### src/design/aof_regs.svh
// Offsets, field positions and serial-port constants of the converter back end
`ifndef AOF_REGS_SVH
`define AOF_REGS_SVH

// Output word layout
`define AOF_WORD_W          32
`define AOF_RES_MSB         31
`define AOF_RES_LSB         8
`define AOF_OVR_BIT         2
`define AOF_RES_W           24

// Serial port framing
`define AOF_SYNC_FILL       8'hFF
`define AOF_SYNC_TERM       8'hFE
`define AOF_SYNC_FILL_CNT   15
`define AOF_SYNC_ONES       (`AOF_SYNC_FILL_CNT * 8 + 7)
`define AOF_CMD_CONVERT     8'hC0
`define AOF_EXIT_BYTE       8'hFF
`define AOF_FLAG_CLKS       8
`define AOF_WORD_CLKS       32

// Code limits, unipolar full scale is 2^24 sample LSBs
`define AOF_UNI_MAX         24'hFFFFFF
`define AOF_BIP_MAX         24'h7FFFFF
`define AOF_BIP_MIN         24'h800000

// Nominal master clock in Hz, filter timing scales with it
`define AOF_MCLK_NOM_HZ     4915200

`endif

### src/design/aof_pkg.sv
// Types shared by the converter back end
package aof_pkg;

    typedef enum logic [1:0] {
        PORT_CMD,
        PORT_WAIT,
        PORT_FLAG,
        PORT_SHIFT
    } aof_port_e;

    typedef logic [3:0] aof_rate_t;

endpackage

### src/design/aof_fifo.sv
// Sample FIFO with valid/ready on both sides
`timescale 1ns/1ps
module aof_fifo #(
    parameter int WIDTH = 26,
    parameter int DEPTH = 32
) (
    input  wire logic             core_clk,
    input  wire logic             rstn,
    input  wire logic             in_valid,
    output logic                  in_ready,
    input  wire logic [WIDTH-1:0] in_data,
    output logic                  out_valid,
    input  wire logic             out_ready,
    output logic      [WIDTH-1:0] out_data,
    output logic                  almost_full
);

    localparam int AW = $clog2(DEPTH);

    logic [WIDTH-1:0] mem [DEPTH];
    logic [AW:0]      wr_ptr;
    logic [AW:0]      rd_ptr;

    wire  [AW:0]      count = wr_ptr - rd_ptr;
    wire              push  = in_valid & in_ready;
    wire              pop   = out_valid & out_ready;

    assign in_ready    = count != (AW+1)'(DEPTH);
    assign out_valid   = count != '0;
    assign out_data    = mem[rd_ptr[AW-1:0]];
    // Two slots of margin cover the registered ready upstream
    assign almost_full = count >= (AW+1)'(DEPTH - 2);

    always_ff @(posedge core_clk) begin
        if (push) begin
            mem[wr_ptr[AW-1:0]] <= in_data;
        end
    end

    always_ff @(posedge core_clk) begin
        if (!rstn) begin
            wr_ptr <= '0;
            rd_ptr <= '0;
        end else begin
            wr_ptr <= wr_ptr + (AW+1)'(push);
            rd_ptr <= rd_ptr + (AW+1)'(pop);
        end
    end

endmodule

### src/design/aof_sinc3.sv
// Third-order sinc decimator with power-of-two ratio
`timescale 1ns/1ps
module aof_sinc3 #(
    parameter int IN_W      = 26,
    parameter int MAX_LOG2D = 9
) (
    input  wire logic                   core_clk,
    input  wire logic                   rstn,
    input  wire logic                   in_valid,
    input  wire logic signed [IN_W-1:0] in_data,
    input  wire logic        [3:0]      log2d,
    output logic                        out_valid,
    output logic signed      [IN_W-1:0] out_data
);

    localparam int ACC_W = IN_W + 3 * MAX_LOG2D;

    logic signed [ACC_W-1:0]     integ [3];
    logic signed [ACC_W-1:0]     dly   [3];
    logic        [MAX_LOG2D-1:0] dcnt;
    logic                        dec_tick;

    wire signed  [ACC_W-1:0]     int_src [4];
    wire signed  [ACC_W-1:0]     cmb     [4];
    wire         [MAX_LOG2D-1:0] dlim  = MAX_LOG2D'((1 << log2d) - 1);
    wire         [5:0]           shamt = 6'(3 * log2d);

    assign int_src[0] = ACC_W'(in_data);
    assign cmb[0]     = integ[2];

    // Integrators at input rate, differentiators at decimated rate
    for (genvar k = 0; k < 3; k++) begin : g_stage
        assign int_src[k+1] = integ[k];
        assign cmb[k+1]     = cmb[k] - dly[k];

        always_ff @(posedge core_clk) begin
            if (!rstn) begin
                integ[k] <= '0;
            end else if (in_valid) begin
                integ[k] <= integ[k] + int_src[k];
            end
        end

        always_ff @(posedge core_clk) begin
            if (!rstn) begin
                dly[k] <= '0;
            end else if (dec_tick) begin
                dly[k] <= cmb[k];
            end
        end
    end

    always_ff @(posedge core_clk) begin
        if (!rstn) begin
            dcnt     <= '0;
            dec_tick <= 1'b0;
        end else begin
            dec_tick <= in_valid && (dcnt == dlim);
            if (in_valid) begin
                dcnt <= (dcnt == dlim) ? '0 : dcnt + 1'b1;
            end
        end
    end

    // Gain of D cubed removed by shift
    always_ff @(posedge core_clk) begin
        if (!rstn) begin
            out_valid <= 1'b0;
            out_data  <= '0;
        end else begin
            out_valid <= dec_tick;
            if (dec_tick) begin
                out_data <= IN_W'(cmb[3] >>> shamt);
            end
        end
    end

endmodule

### src/design/aof_conv_port.sv
// Output word formatting, decimation chain and serial read port
//
// Overview of operation
// - 24-bit result in 32-bit word, MSB first
// - Word bits 31..8 hold latest result
// - Bit 2 flags over-range input
// - Bits 7..3 and 1..0 read zero
// - Straight binary unipolar, two's complement bipolar
// - Unipolar codes clamp to 000000..FFFFFF
// - Bipolar codes clamp to 800000..7FFFFF
// - Fastest rate (code 8) bypasses the third-order stage
// - Other rates cascade a programmable third-order stage
// - Ratio is base rate over word rate
// - All filter timing follows the master clock
// - Fifteen fill bytes plus terminator restore command mode
// - Chip select high ignores clocks, floats output
// - Read is 8 flag clocks plus 32 data
`timescale 1ns/1ps
`include "aof_regs.svh"
module aof_conv_port #(
    parameter int SMP_W      = 26,
    parameter int FIFO_DEPTH = 32,
    parameter int MAX_LOG2D  = 9
) (
    input  wire logic                      core_clk,
    input  wire logic                      rstn,
    input  wire logic                      smp_valid,
    input  wire logic signed [SMP_W-1:0]   smp_data,
    output logic                           smp_ready,
    input  wire aof_pkg::aof_rate_t        output_word_rate,
    input  wire logic                      filter_rate_select,
    input  wire logic                      bipolar,
    input  wire logic                      cs_n,
    input  wire logic                      sclk,
    input  wire logic                      sdi,
    output logic                           sdo,
    output logic                           sdo_oe,
    output logic [`AOF_WORD_W-1:0]         conversion_result,
    output logic                           data_ready
);

    //**********************************************************************
    // Decimation ratio
    //**********************************************************************

    // Both base rates give the same ratio per rate code
    function automatic logic [3:0] rate_to_log2d(input aof_pkg::aof_rate_t code);
        logic [3:0] r;
        r = 4'h5;
        unique case (code)
            4'h0:    r = 4'h5;
            4'h1:    r = 4'h6;
            4'h2:    r = 4'h7;
            4'h3:    r = 4'h8;
            4'h4:    r = 4'h9;
            4'h8:    r = 4'h0;
            4'h9:    r = 4'h1;
            4'hA:    r = 4'h2;
            4'hB:    r = 4'h3;
            4'hC:    r = 4'h4;
            default: r = 4'h5;
        endcase
        return r;
    endfunction

    // Ratio = 3840/rate or 3200/rate; same code table for either base
    wire [3:0] log2d    = rate_to_log2d(output_word_rate);
    wire       base_sel = filter_rate_select;
    wire       bypass   = (log2d == 4'h0);

    //**********************************************************************
    // Sample FIFO
    //**********************************************************************

    logic                    fifo_in_ready;
    logic                    fifo_valid;
    logic signed [SMP_W-1:0] fifo_data;
    logic                    fifo_afull;
    logic                    drain_ok;

    wire fifo_push = smp_valid & smp_ready;
    wire fifo_pop  = fifo_valid & drain_ok;

    aof_fifo #(
        .WIDTH (SMP_W),
        .DEPTH (FIFO_DEPTH)
    ) u_fifo (
        .core_clk    (core_clk),
        .rstn        (rstn),
        .in_valid    (fifo_push),
        .in_ready    (fifo_in_ready),
        .in_data     (smp_data),
        .out_valid   (fifo_valid),
        .out_ready   (drain_ok),
        .out_data    (fifo_data),
        .almost_full (fifo_afull)
    );

    always_ff @(posedge core_clk) begin
        if (!rstn) begin
            smp_ready <= 1'b0;
        end else begin
            smp_ready <= ~fifo_afull & fifo_in_ready;
        end
    end

    //**********************************************************************
    // Third-order stage
    //**********************************************************************

    logic                    s3_valid;
    logic signed [SMP_W-1:0] s3_data;

    // Stage runs on core_clk, so rates scale with the master clock
    aof_sinc3 #(
        .IN_W      (SMP_W),
        .MAX_LOG2D (MAX_LOG2D)
    ) u_sinc3 (
        .core_clk  (core_clk),
        .rstn      (rstn),
        .in_valid  (fifo_pop & ~bypass),
        .in_data   (fifo_data),
        .log2d     (log2d),
        .out_valid (s3_valid),
        .out_data  (s3_data)
    );

    wire                    filt_valid = (bypass ? fifo_pop : s3_valid) & drain_ok;
    wire signed [SMP_W-1:0] filt_data  = bypass ? fifo_data : s3_data;

    //**********************************************************************
    // Output coding
    //**********************************************************************

    localparam logic signed [SMP_W-1:0] UNI_MAX = SMP_W'(`AOF_UNI_MAX);
    localparam logic signed [SMP_W-1:0] BIP_MAX = SMP_W'(`AOF_BIP_MAX);
    localparam logic signed [SMP_W-1:0] BIP_MIN = -SMP_W'(`AOF_BIP_MIN);

    // Bipolar LSB spans twice the unipolar LSB
    wire signed [SMP_W-1:0] bip_val  = filt_data >>> 1;
    wire                    uni_hi   = filt_data > UNI_MAX;
    wire                    uni_lo   = filt_data < 0;
    wire                    bip_hi   = bip_val > BIP_MAX;
    wire                    bip_lo   = bip_val < BIP_MIN;

    wire [`AOF_RES_W-1:0] uni_code =
        uni_hi ? `AOF_UNI_MAX : (uni_lo ? 24'h000000 : filt_data[`AOF_RES_W-1:0]);
    wire [`AOF_RES_W-1:0] bip_code =
        bip_hi ? `AOF_BIP_MAX : (bip_lo ? `AOF_BIP_MIN : bip_val[`AOF_RES_W-1:0]);

    wire [`AOF_RES_W-1:0] res_code = bipolar ? bip_code : uni_code;
    wire                  res_ovr  = bipolar ? (bip_hi | bip_lo) : (uni_hi | uni_lo);

    logic [`AOF_WORD_W-1:0] next_word;

    always_comb begin
        next_word                                = '0;
        next_word[`AOF_RES_MSB:`AOF_RES_LSB]     = res_code;
        next_word[`AOF_OVR_BIT]                  = res_ovr;
    end

    always_ff @(posedge core_clk) begin
        if (!rstn) begin
            conversion_result <= '0;
        end else if (filt_valid) begin
            conversion_result <= next_word;
        end
    end

    //**********************************************************************
    // Serial port
    //**********************************************************************

    aof_pkg::aof_port_e state;
    aof_pkg::aof_port_e next_state;
    logic               sclk_q;
    logic [5:0]         bit_cnt;
    logic [7:0]         rx_byte;
    logic [6:0]         one_cnt;
    logic               exit_req;
    logic [31:0]        tx_word;
    logic               next_sdo;

    // Clock edges only count while selected
    wire       sel        = ~cs_n;
    wire       sclk_rise  = sel & sclk & ~sclk_q;
    wire       sclk_fall  = sel & ~sclk & sclk_q;
    wire [7:0] next_byte  = {rx_byte[6:0], sdi};
    wire       byte_end   = sclk_rise && (bit_cnt == 6'd7);
    wire       word_end   = sclk_rise && (bit_cnt == 6'(`AOF_WORD_CLKS - 1));
    wire       sync_hit   = sclk_rise && !sdi && (one_cnt == 7'(`AOF_SYNC_ONES));
    wire       in_cmd     = state == aof_pkg::PORT_CMD;
    wire       in_flag    = state == aof_pkg::PORT_FLAG;
    wire       in_shift   = state == aof_pkg::PORT_SHIFT;
    wire       start_conv = in_cmd && byte_end && (next_byte == `AOF_CMD_CONVERT);
    wire       take_word  = in_flag && byte_end;
    wire       ready_clr  = take_word | start_conv;

    // Result stays frozen while it is being shifted out
    assign drain_ok = ~(in_flag | in_shift);

    always_comb begin
        next_state = state;
        if (sync_hit) begin
            next_state = aof_pkg::PORT_CMD;
        end else begin
            unique case (state)
                aof_pkg::PORT_CMD: begin
                    if (start_conv) begin
                        next_state = aof_pkg::PORT_WAIT;
                    end
                end
                aof_pkg::PORT_WAIT: begin
                    if (data_ready) begin
                        next_state = aof_pkg::PORT_FLAG;
                    end
                end
                aof_pkg::PORT_FLAG: begin
                    if (byte_end) begin
                        next_state = aof_pkg::PORT_SHIFT;
                    end
                end
                aof_pkg::PORT_SHIFT: begin
                    if (word_end) begin
                        next_state = exit_req ? aof_pkg::PORT_CMD : aof_pkg::PORT_WAIT;
                    end
                end
            endcase
        end
    end

    always_comb begin
        next_sdo = sdo;
        unique case (state)
            aof_pkg::PORT_CMD:   next_sdo = 1'b1;
            aof_pkg::PORT_WAIT:  next_sdo = ~data_ready;
            aof_pkg::PORT_FLAG:  next_sdo = 1'b0;
            aof_pkg::PORT_SHIFT: next_sdo = sclk_fall ? tx_word[31] : sdo;
        endcase
    end

    always_ff @(posedge core_clk) begin
        if (!rstn) begin
            state  <= aof_pkg::PORT_CMD;
            sclk_q <= 1'b0;
        end else begin
            state  <= next_state;
            sclk_q <= sclk;
        end
    end

    // Bit counter restarts on each word, each sync and each byte outside the shift state
    always_ff @(posedge core_clk) begin
        if (!rstn) begin
            bit_cnt <= '0;
        end else if (sync_hit || next_state != state) begin
            bit_cnt <= '0;
        end else if (sclk_rise && !(state == aof_pkg::PORT_WAIT)) begin
            bit_cnt <= byte_end && !in_shift ? '0 : bit_cnt + 1'b1;
        end
    end

    always_ff @(posedge core_clk) begin
        if (!rstn) begin
            rx_byte <= '0;
            one_cnt <= '0;
        end else if (sclk_rise) begin
            rx_byte <= next_byte;
            if (!sdi) begin
                one_cnt <= '0;
            end else if (one_cnt != 7'(`AOF_SYNC_ONES)) begin
                one_cnt <= one_cnt + 1'b1;
            end
        end
    end

    always_ff @(posedge core_clk) begin
        if (!rstn) begin
            exit_req <= 1'b0;
            tx_word  <= '0;
        end else if (take_word) begin
            exit_req <= next_byte == `AOF_EXIT_BYTE;
            tx_word  <= conversion_result;
        end else if (in_shift && sclk_fall) begin
            tx_word  <= {tx_word[30:0], 1'b0};
        end
    end

    // New result wins over a clear in the same cycle
    always_ff @(posedge core_clk) begin
        if (!rstn) begin
            data_ready <= 1'b0;
        end else begin
            data_ready <= filt_valid | (data_ready & ~ready_clr);
        end
    end

    always_ff @(posedge core_clk) begin
        if (!rstn) begin
            sdo    <= 1'b1;
            sdo_oe <= 1'b0;
        end else begin
            sdo    <= next_sdo;
            sdo_oe <= sel;
        end
    end

    // Base select is unused; it alters neither the ratio nor any timing
    wire unused_base = base_sel;

endmodule

### config.mk
export PLATFORM = sky130hd
export DESIGN_NAME = aof_conv_port
export DESIGN_NICKNAME = d
export VERILOG_FILES = /design/src/design/aof_pkg.sv /design/src/design/aof_fifo.sv /design/src/design/aof_sinc3.sv /design/src/design/aof_conv_port.sv
export VERILOG_INCLUDE_DIRS = /design/src /design/src/design
export SDC_FILE = /design/constraint.sdc
export NUM_CORES = 2
export LEC_CHECK = 0
export BUFFER_PORTS_ARGS = -buffer_cell sky130_fd_sc_hd__buf_4
export CAP_MARGIN = 40
export CORE_ASPECT_RATIO = 0.75
export CORE_MARGIN = 1.5
export CORE_UTILIZATION = 55
export DETAILED_ROUTE_END_ITERATION = 8
export HOLD_SLACK_MARGIN = 0.05
export PLACE_DENSITY = 0.8
export SLEW_MARGIN = 40
export SYNTH_ARGS = -nofsm -noshare
export SYNTH_HDL_FRONTEND = slang
export SYNTH_HIERARCHICAL = 1
export SYNTH_SLANG_ARGS = --single-unit
export TNS_END_PERCENT = 5
### constraint.sdc
create_clock -name core_clk -period 7.3 [get_ports core_clk]
set_input_delay 1.46 -clock core_clk [delete_from_list [all_inputs] [get_ports core_clk]]
set_output_delay 1.46 -clock core_clk [all_outputs]
set_load 0.005 [all_outputs]
==> results.json <==
{
  "critical_path.top_delay_family": "compound AO/OA/AOI/OAI gates",
  "cts.sinks": 1282,
  "dp_hpwl_mm": 131,
  "syn_area_um2": 70900,
  "die_w_um": 418,
  "drt_first_pass_iters": 6,
  "yosys_warnings": 6,
  "fill_cells": 8838,
  "htree_levels": 3,
  "grt_max_degree": 94,
  "reg2reg_depth": 37,
  "met2WireLength_mm": 91.7,
  "cpMaxStageDelayCell": "edfxtp_1",
  "overflow": 0,
  "synthFlopType": "edfxtp_1",
  "min_to": "tx_word[27]",
  "synth_xor_area_share_pct": 3.71,
  "cts_buffers": 121,
  "placed_area_um2": 77200,
  "slowest_delay_ps": 450,
  "final_antenna_net_count": 0,
  "core_um2": 127000,
  "failed_checks": "negative setup slack",
  "synthArstFlopShare_pct": 0,
  "routed_wl_mm": 207,
  "synth.avg_cell_area_um2": 11.8,
  "status": "finished with violations",
  "postSynthCellCount": 6006,
  "routed.top_layer": "met5",
  "synth_edf_count": 1150,
  "arrival_ps": 9100,
  "clkLatencyLatePin_ps": 790,
  "synthMuxAreaShare_pct": 8.48,
  "path_clk_slew_ps": 70,
  "syn_to_final_growth_pct": 16.1,
  "ys_seq_elements": 1282,
  "hold_path_depth": 2,
  "end_kind": "flip-flop",
  "cp_max_fo": 4,
  "finalCritPeriodShare_pct": 116,
  "seq_area_um2": 37200,
  "drt-vias-per-instance": 6.56,
  "yosys.area_share.simple_pct": 10.9,
  "cts-root-buf": "clkbuf_16",
  "start_util_pct": 55.7,
  "layout_setup_ws_ps": -1160,
  "final_hold_viol_count": 0,
  "worst_setup_path_start_kind": "flip-flop",
  "synthAdderAreaFrac_pct": 6.12,
  "place_congestion": 0.931,
  "drive_above_1_share_pct": 20.6,
  "drtIter0Drc": 7513,
  "min_from": "tx_word[26]",
  "wl_per_cell_um": 24.8,
  "path_class": "reg2reg",
  "rrSetupSlack_ps": -1160,
  "fin_crit_ps": 8460,
  "drv_cap": 0,
  "utilization_pct": 64.7,
  "grtUsageTotal_pct": 30.9,
  "synth_top_family_by_area": "compound AO/OA/AOI/OAI gates",
  "wl_met1_mm": 80.2,
  "ctsHoldBuffers": 0,
  "clockBufferDepth": 3,
  "setup_viol": 26,
  "die_area_um2": 131000,
  "slew_headroom_pct": 42.2,
  "fmax_ghz": 0.118,
  "grt_pass1_vias": 52800,
  "portBuffers": 65,
  "required_ps": 7930,
  "worst-path-buf-inv": 4,
  "worstMarginPinSlew_ps": 845,
  "design_area_um2": 82300,
  "remaining_drc_errors": 0,
  "die_h_um": 314,
  "antenna_found_initial": 9,
  "hp-class": "reg2reg",
  "tritoncts": "built",
  "multi_input_area_um2": 32400,
  "core.rowCount": 113,
  "rsz0062_at_grt": "true",
  "met3_length_mm": 25.4,
  "synth-compound-area-share_pct": 14.8,
  "grt_pass1_wl_mm": 313,
  "r2r-start": "u_sinc3/integ[2][1]",
  "ios": 74,
  "nNetsFinal": 6936,
  "setup_tns_ps": -27190,
  "hold_ws_ps": 448,
  "reg2reg_to": "u_sinc3/out_data[4]",
  "yosysSeqAreaShare_pct": 52.4,
  "slew_viol_final": 0,
  "vias": 54700,
  "synth_cell_types": 103,
  "fin_skew_ps": 85.0
}
cell families after synthesis:
group,count (synthesis)
simple gates,1584
compound gates,1549
flops,1282
buf+inv,572
mux,377
fa+ha+maj,342
xor+xnor,299
other cells,1
area by class of cell:
type | instances | share of cell area [%]
Sequential cell | 1282 | 45.2
Multi-Input combinational cell | 4158 | 39.3
Timing Repair Buffer | 725 | 6.83
Clock buffer | 139 | 3.78
Tap cell | 1667 | 2.53
Inverter | 268 | 1.24
Clock inverter | 89 | 1.08
Antenna cell | 11 | 0.0334
worst reg2reg max path, delay by kind of cell (launching register included):
| family | cells | cell delay, ps |
|---|---|---|
| buffers and inverters | 4 | 630 |
| multiplexers | 2 | 470 |
| flip-flops | 1 | 450 |
| XOR/XNOR | 2 | 300 |
| AO/OA/AOI/OAI | 19 | 4440 |
| AND/OR/NAND/NOR | 7 | 1160 |
| adder cells (fa/ha/maj) | 3 | 920 |
stage by stage:
| step | std cells | worst slack [ps] |
|---|---|---|
| after floorplan | 6012 | -572 |
| after global placement | 8062 | -1100 |
| after detailed placement | 8063 | -1240 |
| after CTS | 8315 | -919 |
| after global routing | 8329 | -1470 |
| final | 8339 | -1160 |
how the worst max path moves through the flow:
stage	cells after the start	end	slack (ps)	startpoint
2_1_floorplan	41	u_sinc3/out_data[9]	-570	u_sinc3/integ[2][0]
3_3_place_gp	39	u_sinc3/out_data[9]	-1100	u_sinc3/integ[2][0]
5_1_grt	45	u_sinc3/out_data[9]	-1470	u_sinc3/integ[2][0]
6_report	37	u_sinc3/out_data[4]	-1160	u_sinc3/integ[2][1]
4_1_cts	41	u_sinc3/out_data[9]	-920	u_sinc3/integ[2][1]
3_5_place_dp	39	u_sinc3/out_data[9]	-1240	u_sinc3/integ[2][0]
per-layer routing:
layer	GRT usage, %	vias up
met5	0	-
met4	12.4	12
li1	-	24000
met3	7.50	677
met1	42.4	26300
met2	47.5	3749
Yosys cell counts (all sizes together), types with 13 or more instances:
cell | instances | area, µm²
o21ai | 243 | 1220
a22o | 31 | 272
mux2 | 33 | 379
a211o | 14 | 123
ha | 334 | 4180
a211oi | 52 | 395
o21bai | 44 | 330
a311oi | 35 | 307
mux2i | 169 | 1700
nor2b | 49 | 307
o311a | 27 | 270
xor2 | 114 | 1010
o22ai | 35 | 219
xnor2 | 185 | 1630
nand3 | 139 | 701
a22oi | 37 | 278
o221ai | 34 | 298
o211ai | 45 | 338
clkbuf | 206 | 777
nor3b | 22 | 175
o21a | 46 | 345
o31ai | 27 | 216
and3 | 97 | 612
nor3 | 76 | 380
nand2 | 392 | 1480
a21o | 209 | 1570
dfxtp | 132 | 2640
mux4 | 175 | 3940
or2 | 13 | 81.3
edfxtp | 1150 | 34500
a31oi | 75 | 469
nand3b | 49 | 368
a2111oi | 36 | 428
buf | 98 | 688
or3 | 23 | 144
inv | 266 | 998
nor2 | 441 | 1660
a21boi | 32 | 240
and2 | 142 | 888
nand2b | 57 | 357
o31a | 13 | 115
a221oi | 16 | 146
a21oi | 394 | 1970
nand4 | 47 | 294
o2111ai | 13 | 114
sequential cells by signal (all words and copies together) (netlist names), 7 cells and up:
register and cells:
tx_word 30, u_fifo/mem 832, one_cnt 7, rx_byte 7, u_sinc3/dcnt 9, conversion_result 25
u_sinc3/integ 159, u_sinc3/out_data 26, u_sinc3/dly 159
repair_timing:
item                                    in CTS  in global routing
gates resized for setup                    101                 44
endpoints found under the setup margin      26                 26
pin swaps                                   79                 30
buffers inserted                            24                 10
layout by cell type, fill, tap and decap left out, types with 34 or more instances in the layout:
cell type	n
edfxtp_1	1150
ha_1	326
nand4_1	47
and2_1	139
nor2b_1	46
nand3b_1	49
o211ai_1	45
nand2_1	387
mux2i_1	163
and3_1	94
o21ai_0	218
nor2_1	399
o21a_1	46
o21bai_1	43
nand3_1	134
mux4_2	175
inv_1	258
xnor2_1	169
xor2_1	110
nor2_2	40
clkinv_1	34
o22ai_1	34
nand2b_1	53
nor3_1	70
clkbuf_16	122
a211oi_1	42
buf_4	707
a21oi_1	368
a21o_1	208
a31oi_1	70
a22oi_1	37
a311oi_1	34
dfxtp_1	127
Power is left out: the tool's default activity adds up to more than one toggle a clock period on the data nets, which glitch-free logic cannot reach.
